`src/design/bfcsm_pkg.sv`:
```
package bfcsm_pkg;
  // 16 Mbit per select, addressed as 16-bit words: 1M words, 20 bits
  localparam int          WORD_AW      = 20;
  localparam int          SEL_N        = 3;
  localparam int          UNI_AW       = 22;
  // Unified map: boot region first, then select two, then select zero
  localparam logic [1:0]  REG_BOOT     = 2'h0;
  localparam logic [1:0]  REG_TWO      = 2'h1;
  localparam logic [1:0]  REG_ZERO     = 2'h2;
  localparam int          IDX_ZERO     = 0;
  localparam int          IDX_BOOT     = 1;
  localparam int          IDX_TWO      = 2;
  // Reserved top area, in words; 1 Mbit = 64K words
  localparam logic [WORD_AW-1:0] RSV_MAX_WORDS = 20'h1_0000;
  localparam logic [WORD_AW-1:0] PROBE_ADDR    = 20'h0_0000;
  localparam logic [WORD_AW-1:0] WORD_ONE      = 20'h0_0001;
  localparam logic [15:0] BLANK_WORD   = 16'hFFFF;

  typedef enum logic [1:0] {
    BFCSM_MODE_VIDEO  = 2'h0,
    BFCSM_MODE_VPAT   = 2'h1,
    BFCSM_MODE_STORED = 2'h2,
    BFCSM_MODE_OTF    = 2'h3
  } bfcsm_mode_e;

  typedef enum logic [5:0] {
    BFCSM_ST_PROBE  = 6'b00_0001,
    BFCSM_ST_WAIT   = 6'b00_0010,
    BFCSM_ST_CHECK  = 6'b00_0100,
    BFCSM_ST_HALT   = 6'b00_1000,
    BFCSM_ST_IDLE   = 6'b01_0000,
    BFCSM_ST_LOAD   = 6'b10_0000
  } bfcsm_state_e;

  typedef struct packed {
    logic [UNI_AW-1:0] addr;
    logic              rd;
  } bfcsm_req_s;

  typedef struct packed {
    logic [SEL_N-1:0]   sel_n;
    logic [WORD_AW-1:0] addr;
    logic               oe_n;
  } bfcsm_flash_s;
endpackage : bfcsm_pkg

```
`src/design/bfcsm_top.sv`:
```
// Function
// - Three chip-selects, each at most 16 Mbit, 48 Mbit total.
// - Firmware fetched only from boot select one after power-up.
// - At power-up probe each chip-select in turn for responding memory.
// - No memory on boot select: startup never completes.
// - Stored-pattern mode copies needed images from flash at sequence start.
// - Other modes take images from video or host, never from flash.
// - Reserved top area, default and at most 1 Mbit, may shrink.
`timescale 1ns/1ps
`default_nettype none
module bfcsm_top
  import bfcsm_pkg::*;
(
  input  wire logic                       clk,
  input  wire logic                       rstn,
  input  wire bfcsm_pkg::bfcsm_mode_e     mode,
  input  wire logic [bfcsm_pkg::WORD_AW-1:0] rsv_words,
  input  wire logic                       seq_start,
  input  wire logic [bfcsm_pkg::UNI_AW-1:0] load_first,
  input  wire logic [bfcsm_pkg::UNI_AW-1:0] load_last,
  input  wire logic                       fw_rd,
  input  wire logic [bfcsm_pkg::WORD_AW-1:0] fw_addr,
  input  wire logic [15:0]                flash_dq,
  output logic [bfcsm_pkg::SEL_N-1:0]     flash_sel_n,
  output logic [bfcsm_pkg::WORD_AW-1:0]   flash_addr,
  output logic                            flash_oe_n,
  output logic [bfcsm_pkg::SEL_N-1:0]     present,
  output logic                            boot_ok,
  output logic                            boot_fail,
  output logic                            load_busy,
  output logic                            img_valid,
  output logic [15:0]                     img_data,
  output logic [bfcsm_pkg::WORD_AW-1:0]   rsv_size
);
  import bfcsm_pkg::*;

  bfcsm_state_e              st_r, st_nxt;
  logic [1:0]                idx_r, idx_nxt;
  logic [SEL_N-1:0]          pres_r, pres_nxt;
  bfcsm_req_s                req_r, req_nxt;
  bfcsm_flash_s              fl_r, fl_nxt;
  logic                      vld_r, vld_nxt;
  logic [15:0]               dat_r, dat_nxt;
  logic [WORD_AW-1:0]        rsv_r, rsv_nxt;
  logic                      rd_d_r, rd_d_nxt;
  logic [1:0]                region;
  logic [SEL_N-1:0]          dec_n;
  logic [1:0]                probe_sel;
  logic                      boot_ok_r, boot_ok_nxt;
  logic                      boot_fail_r, boot_fail_nxt;
  logic                      busy_r, busy_nxt;

  // Probe step to select index; boot first since firmware lives there
  always_comb begin
    probe_sel = 2'(IDX_BOOT);
    case (idx_r)
      2'h0:    probe_sel = 2'(IDX_BOOT);
      2'h1:    probe_sel = 2'(IDX_TWO);
      2'h2:    probe_sel = 2'(IDX_ZERO);
      default: probe_sel = 2'(IDX_BOOT);
    endcase
  end

  // One-hot low select from upper unified bits
  assign region = req_r.addr[UNI_AW-1 -: 2];
  always_comb begin
    dec_n = '1;
    case (region)
      REG_BOOT: dec_n[IDX_BOOT] = 1'b0;
      REG_TWO:  dec_n[IDX_TWO]  = 1'b0;
      REG_ZERO: dec_n[IDX_ZERO] = 1'b0;
      default:  dec_n = '1;
    endcase
  end

  always_comb begin
    st_nxt   = st_r;
    idx_nxt  = idx_r;
    pres_nxt = pres_r;
    req_nxt  = req_r;
    fl_nxt   = '{sel_n: '1, addr: fl_r.addr, oe_n: 1'b1};
    vld_nxt  = 1'b0;
    dat_nxt  = dat_r;
    rd_d_nxt = 1'b0;
    // Limited to 1 Mbit even if firmware asks for more
    rsv_nxt  = (rsv_words > RSV_MAX_WORDS) ? RSV_MAX_WORDS : rsv_words;
    case (st_r)
      BFCSM_ST_PROBE: begin
        fl_nxt.sel_n = '1;
        fl_nxt.sel_n[probe_sel] = 1'b0;
        fl_nxt.addr  = PROBE_ADDR;
        fl_nxt.oe_n  = 1'b0;
        st_nxt       = BFCSM_ST_WAIT;
      end
      BFCSM_ST_WAIT: begin
        // Select held so the word is taken while the part still drives it
        fl_nxt = fl_r;
        st_nxt = BFCSM_ST_CHECK;
      end
      BFCSM_ST_CHECK: begin
        // Undriven data bus floats high: treat all-ones as absent
        pres_nxt[probe_sel] = (flash_dq != BLANK_WORD);
        if (idx_r == 2'(SEL_N - 1)) begin
          if (pres_nxt[IDX_BOOT]) begin
            st_nxt = BFCSM_ST_IDLE;
          end else begin
            st_nxt = BFCSM_ST_HALT;
          end
        end else begin
          idx_nxt = idx_r + 2'h1;
          st_nxt  = BFCSM_ST_PROBE;
        end
      end
      BFCSM_ST_HALT: begin
        st_nxt = BFCSM_ST_HALT;
      end
      BFCSM_ST_IDLE: begin
        if (fw_rd) begin
          fl_nxt.sel_n = '1;
          fl_nxt.sel_n[IDX_BOOT] = 1'b0;
          fl_nxt.addr  = fw_addr;
          fl_nxt.oe_n  = 1'b0;
          rd_d_nxt     = 1'b1;
        end else if (seq_start && mode == BFCSM_MODE_STORED) begin
          req_nxt.addr = load_first;
          req_nxt.rd   = 1'b1;
          st_nxt       = BFCSM_ST_LOAD;
        end
      end
      BFCSM_ST_LOAD: begin
        // Absent or unmapped regions are skipped rather than read as garbage
        if ((dec_n != '1) && pres_r[region == REG_BOOT ? IDX_BOOT : region == REG_TWO ? IDX_TWO : IDX_ZERO]) begin
          fl_nxt.sel_n = dec_n;
          fl_nxt.addr  = req_r.addr[WORD_AW-1:0];
          fl_nxt.oe_n  = 1'b0;
          rd_d_nxt     = 1'b1;
        end
        if (req_r.addr == load_last) begin
          req_nxt.rd = 1'b0;
          st_nxt     = BFCSM_ST_IDLE;
        end else begin
          req_nxt.addr = req_r.addr + UNI_AW'(1);
        end
      end
      default: st_nxt = BFCSM_ST_HALT;
    endcase
    if (rd_d_r) begin
      vld_nxt = 1'b1;
      dat_nxt = flash_dq;
    end
    boot_ok_nxt   = (st_nxt == BFCSM_ST_IDLE) || (st_nxt == BFCSM_ST_LOAD);
    boot_fail_nxt = (st_nxt == BFCSM_ST_HALT);
    busy_nxt      = (st_nxt == BFCSM_ST_LOAD);
  end

  always_ff @(posedge clk or negedge rstn) begin
    if (!rstn) begin
      st_r   <= BFCSM_ST_PROBE;
      idx_r  <= 2'h0;
      pres_r <= '0;
      req_r  <= '0;
      fl_r   <= '{sel_n: '1, addr: '0, oe_n: 1'b1};
      vld_r  <= 1'b0;
      dat_r  <= '0;
      rsv_r  <= RSV_MAX_WORDS;
      rd_d_r <= 1'b0;
      boot_ok_r   <= 1'b0;
      boot_fail_r <= 1'b0;
      busy_r      <= 1'b0;
    end else begin
      st_r   <= st_nxt;
      idx_r  <= idx_nxt;
      pres_r <= pres_nxt;
      req_r  <= req_nxt;
      fl_r   <= fl_nxt;
      vld_r  <= vld_nxt;
      dat_r  <= dat_nxt;
      rsv_r  <= rsv_nxt;
      rd_d_r <= rd_d_nxt;
      boot_ok_r   <= boot_ok_nxt;
      boot_fail_r <= boot_fail_nxt;
      busy_r      <= busy_nxt;
    end
  end

  assign flash_sel_n = fl_r.sel_n;
  assign flash_addr  = fl_r.addr;
  assign flash_oe_n  = fl_r.oe_n;
  assign present     = pres_r;
  assign boot_ok     = boot_ok_r;
  assign boot_fail   = boot_fail_r;
  assign load_busy   = busy_r;
  assign img_valid   = vld_r;
  assign img_data    = dat_r;
  assign rsv_size    = rsv_r;

  a_one_select: assert property (@(posedge clk) disable iff (!rstn)
    $countones(~flash_sel_n) <= 1) else $error("More than one select low");
  a_fw_boot_only: assert property (@(posedge clk) disable iff (!rstn)
    (st_r == BFCSM_ST_IDLE && fw_rd) |=> (flash_sel_n == 3'b101)) else $error("Firmware read off boot select");
  a_fail_halts: assert property (@(posedge clk) disable iff (!rstn)
    boot_fail |=> boot_fail && !boot_ok) else $error("Startup left halt");
  a_no_load_other: assert property (@(posedge clk) disable iff (!rstn)
    (st_r == BFCSM_ST_IDLE && seq_start && !fw_rd && mode != BFCSM_MODE_STORED) |=> !load_busy)
    else $error("Flash load outside stored mode");
  a_load_starts: assert property (@(posedge clk) disable iff (!rstn)
    (st_r == BFCSM_ST_IDLE && seq_start && !fw_rd && mode == BFCSM_MODE_STORED) |=> load_busy)
    else $error("Stored load did not start");
  a_rsv_cap: assert property (@(posedge clk) disable iff (!rstn)
    rsv_size <= RSV_MAX_WORDS) else $error("Reserved area too large");
  a_probe_done: assert property (@(posedge clk) disable iff (!rstn)
    $rose(rstn) |-> ##[1:12] (boot_ok || boot_fail)) else $error("Probe did not finish");
  a_boot_needs: assert property (@(posedge clk) disable iff (!rstn)
    $rose(boot_ok) |-> present[IDX_BOOT]) else $error("Boot without boot memory");
endmodule : bfcsm_top
`default_nettype wire

```
`config.mk`:
```
export PLATFORM = sky130hd
export DESIGN_NAME = bfcsm_top
export DESIGN_NICKNAME = d
export VERILOG_FILES = /design/src/design/bfcsm_pkg.sv /design/src/design/bfcsm_top.sv
export SDC_FILE = /design/constraint.sdc
export NUM_CORES = 1
export LEC_CHECK = 0
export ABC_AREA = 1
export BUFFER_PORTS_ARGS = -buffer_cell sky130_fd_sc_hd__buf_4
export CAP_MARGIN = 20
export CORE_MARGIN = 2
export CORE_UTILIZATION = 52
export CTS_CLUSTER_SIZE = 20
export DETAILED_ROUTE_END_ITERATION = 10
export GPL_ROUTABILITY_DRIVEN = 0
export GPL_TIMING_DRIVEN = 0
export HOLD_SLACK_MARGIN = 0.05
export PLACE_DENSITY = 0.84
export SLEW_MARGIN = 20
export SYNTH_ARGS = -nofsm -noshare
export SYNTH_HDL_FRONTEND = slang
export SYNTH_SLANG_ARGS = --single-unit
```
`constraint.sdc`:
```
create_clock -name clk -period 2.1 [get_ports clk]
set_input_delay 0 -clock clk [delete_from_list [all_inputs] [get_ports clk]]
set_output_delay 0 -clock clk [all_outputs]
set_load 0.01 [all_outputs]
```
==> results of run 1 <==
cells by family (layout without fill, tap and decap cells):
group / after synthesis / after routing / share of synthesized area
mux: 16 / 16 / 0.0330
xor+xnor: 13 / 13 / 0.0208
flops: 98 / 98 / 0.450
other cells: 1 / 4 / 0.000686
buf+inv: 112 / 386 / 0.0913
simple gates: 446 / 446 / 0.365
compound gates: 29 / 29 / 0.0302
fa+ha+maj: 4 / 4 / 0.00916
layer usage:
layer / vias to the layer above / global-route usage / wire length, um
met5: - / 0 / 0
met4: 0 / 0.105 / 522
met3: 48 / 0.0564 / 1290
met2: 294 / 0.566 / 9010
met1: 2811 / 0.402 / 6980
li1: 2833 / - / -
cells in the final DEF (no fill, tap or decap), types with 6 or more instances in the layout:
| cell | Yosys | layout |
|---|---|---|
| buf_6 | 5 | 6 |
| inv_2 | 14 | 14 |
| mux2_2 | 16 | 16 |
| o21ai_0 | 13 | 13 |
| buf_4 | 7 | 178 |
| clkbuf_8 | 0 | 9 |
| nor2_1 | 74 | 74 |
| nand3_1 | 85 | 85 |
| dlygate4sd3_1 | 0 | 86 |
| dfstp_2 | 6 | 6 |
| buf_2 | 12 | 12 |
| clkbuf_1 | 12 | 12 |
| xor2_1 | 10 | 10 |
| dfrtp_1 | 92 | 90 |
| nor2_2 | 7 | 6 |
| nand2_1 | 226 | 226 |
| inv_1 | 62 | 62 |
| nand4_1 | 28 | 28 |
power groups by stage:
stage	clock network, W	logic, W	registers, W
2_1_floorplan	0	0.0000876	0.00197
3_3_place_gp	0	0.000357	0.00196
3_5_place_dp	0	0.000363	0.00196
4_1_cts	0.00145	0.000484	0.00192
5_1_grt	0.00155	0.000539	0.00192
6_report	0.00145	0.000499	0.00192
state kept, by name, indices dropped and copies added (netlist names), 2 cells and up:
name         cells
flash_addr      20
flash_sel_n      3
idx_r            2
img_data        16
present          3
region           2
req_r           20
rsv_size        20
st_r             6
cell usage after synthesis, types with 2 or more instances:
cell      count  share of area
nand2_1     226           0.16
dfrtp_1      92           0.42
nand3_1      85          0.078
nor2_1       74          0.051
inv_1        62          0.043
nand4_1      28          0.032
mux2_2       16          0.033
inv_2        14         0.0096
o21ai_0      13          0.012
buf_2        12          0.011
clkbuf_1     12         0.0082
xor2_1       10          0.016
buf_4         7         0.0096
nor2_2        7         0.0080
dfstp_2       6          0.029
buf_6         5          0.010
nand2_2       5         0.0057
ha_1          4         0.0092
nand3b_1      4         0.0055
a21oi_1       3         0.0027
a31oi_1       3         0.0034
nand3_2       3         0.0055
nor3_1        3         0.0027
nor4_1        3         0.0034
o21ai_1       3         0.0027
o31ai_1       3         0.0041
xnor2_1       3         0.0048
nand2_4       2         0.0041
nand3_4       2         0.0064
or2_2         2         0.0023
worst paths after layout:
path | end
min in group asynchronous | flash_addr[2]
max in group asynchronous | req_r[2]
min reg2reg | img_valid
max | region[0]
min | st_r[4]
max reg2reg | region[0]
worst reg2reg max path: stages (launching register included):
cell	delay, ps
dfrtp_2	480
ha_1	270
nand3_1	260
nor2_4	200
nand3_1	190
nor2_1	150
nand2_1	50
nand3_1	80
nand2_1	70
nand2_2	60
nand2_1	40
final cells by class:
| cell class | count | area [um^2] | share of cell area |
|---|---|---|---|
| buffer | 36 | 214 | 0.0266 |
| antenna | 1 | 2.50 | 0.000311 |
| inverter | 76 | 285 | 0.0354 |
| clock inverter | 7 | 110 | 0.0137 |
| timing repair buffer | 258 | 2160 | 0.268 |
| multi-input combinational | 511 | 2520 | 0.314 |
| tap | 136 | 170 | 0.0211 |
| sequential | 98 | 2460 | 0.306 |
| clock buffer | 9 | 124 | 0.0154 |
repair_timing:
action | in CTS | in global routing
setup endpoints to repair | 1 | 3
hold buffers | 86 | 0
hold endpoints to repair | 172 | 0
gates resized for setup | 1 | 3
buffers inserted | 0 | 0
pin swaps | 0 | 0
through the flow:
stage / hold slack [ps] / total power [W]
after floorplan: -296 / 0.00206
after global placement: 196 / 0.00231
after detailed placement: 157 / 0.00232
after CTS: 85.5 / 0.00385
after global routing: 135 / 0.00401
final: 88.5 / 0.00387
==> impl_metrics.ini, run 1 <==
[worst_hold_path]
worstHoldStart = load_last[18]
hold_class = in -> reg
whs_path_depth = 6

[power_and_ir_drop]
p_per_area_nw_per_um2 = 481
clkPwrFrac = 0.375
p_int_w = 0.00290
p_seq_frac = 0.496
p_leak_nw = 4.04
swShare = 0.250
p_comb_frac = 0.129
vdd_drop_max_mv = 0.419
p_sw_w = 0.000970

[finish]
layoutNonFillerInstCount = 1132
fin_util = 0.783
areaGrowthSynthToFinish_pct = 47.2
fill_cells = 701
final_cell_area_um2 = 8050
drive_above_1_share = 0.275
nets = 1100

[worst_setup_path]
ff2ff_path_depth = 10
crit_family = simple AND/OR/NAND/NOR gates
crit_chain = ha_1, nand3_1, nor2_4, nand3_1, nor2_1, nand2_1, nand3_1, nand2_1, nand2_2, nand2_1
ff2ff_setup_slack_ps = 150
cp_num_cells = 10
cp_slowest_stage_delay_ps = 480
crit_type = reg -> reg
cp.arrival_ps = 2230
cp.required_ps = 2380
worst-path-buf-inv = 0
r2r_start = req_r[1]
cp-startpoint = req_r[1]
critPathLaunchType = register
worstSetupEndpointType = register
slowest_stage = dfrtp_2
crit_fanout = 7

[floorplan]
die_h_um = 107
fp.dieArea_um2 = 11300
rows = 37
initial_core_util = 0.532
io_pins = 173
core-area_um2 = 10300
die_x_um = 107

[global_routing]
grtUsageTotal = 0.322
grt_overflow = 0
grt_antenna_before_repair = 0
grt_max_degree = 99
grt_pass1_wl_um = 28700
grt_pass1_vias = 5909

[yosys]
synth_enable_flop_cells = 0
syn_area_um2 = 5470
synthArstFlopShare = 1.00
seq_area_frac_synth = 0.450
syn_inst = 719
synth-seq-cells = 98
synthFlopType = dfrtp_1
postSynthAreaPerCell_um2 = 7.60
ys_types = 37
ys_warn_count = 0

[drt]
viasPerCell = 5.29
drcViolationCount = 0
ant_nets = 0
wl_per_cell_um = 15.7
via_count = 5986
first_iter_violations = 581
drt-pass1-iter-count = 5
wl_um = 17800

[flow_run]
drv_cap = 0

[clock_tree]
clk_latency_ps = 380
cts-root-buf = clkbuf_8
clkTransAtPathRegs_ps = 110
cts_tree = built
htree_levels = 3
cts_sinks = 98
numCtsBuffers = 9
clock_path_buffers = 2

[timing]
min_period_ps = 1950
hold_viol_final = 0
rsz0062_at_grt = false
tns_ps = 0
slew_headroom = 0.404
worstMarginPinSlew_ps = 894
skew_ps = 11.7
fmaxAchievable_mhz = 512
setup_viol = 0
period_share = 0.930
setup_ws_ps = 147
drv_slew = 0

[placed_design]
placed_cell_area_um2 = 6940
placedCellCount = 1029
port_buffers = 172
dp_slack_ps = 56.9
post-dp-hpwl_um = 11500

[run_status]
outcome = completed
No activity file was read; power rests on OpenSTA's default activity.
==> inputs of run 2 (changes only) <==
Settings changed: ABC_AREA 1 to default, CORE_UTILIZATION 52 to 50, PLACE_DENSITY 0.84 to 0.83.
==> run 2 against run 1 <==
  * The flow now finishes with violations (setup timing)
  * Sequential share of layout area grew 1.6 points
  * First-iteration DRC count shrank 27%
  * Combinational power shrank 19%
  * Setup slack lost 310 ps
  * Global-route usage shrank 1.2 points
  * Final cell count shrank 22%
  * Wire length shrank 3.1%
  * Maximum frequency shrank 14%
  * Total power shrank 11%
  * Critical endpoint unchanged
==> impl_metrics.ini, run 2 <==
[run_status]
outcome = finished with violations
failed_checks = setup timing

[worst_hold_path]
whs_path_depth = 3
holdPathEnd = rd_d_r
hold_class = in -> reg
worstHoldStart = fw_rd

[global_routing]
grt_pass1_vias = 5285
grtUsageTotal = 0.310
grt_antenna_before_repair = 0
grt_overflow = 0
grt_pass1_wl_um = 25000
grt_max_degree = 99

[worst_setup_path]
worstSetupEndpointType = register
ff2ff_path_depth = 6
cp.required_ps = 2340
reg2reg_to = region[0]
crit_fanout = 6
crit_type = reg -> reg
ff2ff_setup_slack_ps = -160
cp-startpoint = req_r[7]
critPathLaunchType = register
r2r_start = req_r[7]
cp.arrival_ps = 2500

[placed_design]
placedCellCount = 764
port_buffers = 172
placed_cell_area_um2 = 6320
post-dp-hpwl_um = 10400

[drt]
first_iter_violations = 423
via_count = 5189
wl_um = 17200
viasPerCell = 5.90
ant_nets = 0
drcViolationCount = 0
wl_per_cell_um = 19.6
drt-pass1-iter-count = 6

[floorplan]
io_pins = 173
die_h_um = 103
fp.dieArea_um2 = 10500
initial_core_util = 0.521
rows = 35
core-area_um2 = 9330
die_x_um = 103

[finish]
drive_above_1_share = 0.411
fill_cells = 558
layoutNonFillerInstCount = 879
areaGrowthSynthToFinish_pct = 58.6
fin_util = 0.826
mostFrequentLayoutCells = buf_4, dfrtp_1, dlygate4sd3_1
layout_commonest_cell = buf_4
nets = 855
final_cell_area_um2 = 7700
diodes = 0

[power_and_ir_drop]
p_per_area_nw_per_um2 = 449
vdd_drop_max_mv = 0.403
p_leak_nw = 3.55

[yosys]
syn_area_um2 = 4860
synth_enable_flop_cells = 0
synthArstFlopShare = 1.00
synth-seq-cells = 98
yosys.area.top_type = dfrtp_1
yosysTopAreaCellShare = 0.474
seq_area_frac_synth = 0.506
synth.most_common_cell = dfrtp_1
ys_types = 62
syn_inst = 461
postSynthAreaPerCell_um2 = 10.5
yosys-top-cells-count = dfrtp_1, o21ai_0, inv_1
netlist_top_cells_area = dfrtp_1, mux2_2, xnor2_1, o21ai_0, dfstp_2
synthFlopType = dfrtp_1
ys_warn_count = 0

[clock_tree]
cts_sinks = 98
cts-root-buf = clkbuf_8
clock_path_buffers = 2
numCtsBuffers = 9
cts_tree = built
clkTransAtPathRegs_ps = 100
htree_levels = 3
clk_latency_ps = 370

[timing]
setup_viol = 11
fmaxAchievable_mhz = 442
hold_viol_final = 0
min_period_ps = 2260
hold-worst-slack_ps = 89.5
skew_ps = 16.3
rsz0062_at_grt = true
period_share = 1.08
slew_headroom = 0.392
drv_slew = 0
worstMarginPinSlew_ps = 913
tns_ps = -600
setup_ws_ps = -162

[flow_run]
drv_cap = 0
[run 2: layer usage]
| metal | wire length (um) | track usage | share of wire | vias to the layer above |
|---|---|---|---|---|
| li1 | - | - | - | 2255 |
| met3 | 1860 | 0.0786 | 0.11 | 86 |
| met5 | 0 | 0 | 0 | - |
| met4 | 685 | 0.138 | 0.040 | 0 |
| met1 | 5970 | 0.366 | 0.35 | 2468 |
| met2 | 8730 | 0.534 | 0.51 | 380 |
[run 2: power by group]
| group | total, W | internal, W | switching (W) |
|---|---|---|---|
| Combinational | 0.000402 | 0.000255 | 0.000147 |
| Clock | 0.00116 | 0.000474 | 0.000689 |
| Sequential | 0.00190 | 0.00189 | 0.00000293 |
| Total | 0.00346 | 0.00262 | 0.000839 |
[run 2: worst max path at each step]
stage | to | slack, ps
6_report | region[0] | -160
5_1_grt | region[0] | -280
4_1_cts | region[1] | 8
3_5_place_dp | req_r[2] | -250
3_3_place_gp | req_r[2] | -210
2_1_floorplan | req_r[2] | 90
[run 2: kinds of logic after synthesis]
logic type	synth area share
adder cells (fa/ha/maj)	0.0103
multiplexers	0.0520
buffers and inverters	0.0538
flip-flops	0.506
AO/OA/AOI/OAI	0.181
other	0.000772
XOR/XNOR	0.0448
AND/OR/NAND/NOR	0.151
[run 2: per-stage QoR]
stage | worst slack, ps | total power, W
after floorplan | 85.4 | 0.00197
after global placement | -214 | 0.00219
after detailed placement | -254 | 0.00220
after CTS | 7.79 | 0.00345
after global routing | -281 | 0.00357
final | -162 | 0.00346
[run 2: timing repair]
| action | in CTS | in global routing |
|---|---|---|
| gates cloned | 0 | 1 |
| buffers inserted | 6 | 17 |
| endpoints found under the setup margin | 42 | 56 |
| pin swaps | 5 | 13 |
| hold buffers | 78 | 0 |
| resized for setup | 18 | 48 |
| hold endpoints to repair | 165 | 0 |
[run 2: worst max-delay path, cell delays in order (launching register included)]
cell and delay [ps]:
dfrtp_1 500, nand3_1 320, nor4_4 360, nor2b_4 240, and3_1 210, o32ai_1 100, a311oi_1 410
[run 2: layout make-up]
cell class | instances | area [um^2] | area share
repair buffers | 274 | 2280 | 0.296
clock buffers | 11 | 141 | 0.0184
flip-flops and latches | 98 | 2480 | 0.321
plain buffers | 25 | 159 | 0.0206
multi-input cells | 306 | 2330 | 0.303
well taps | 129 | 161 | 0.0210
clock inverters | 5 | 38.8 | 0.00504
inverters | 31 | 116 | 0.0151
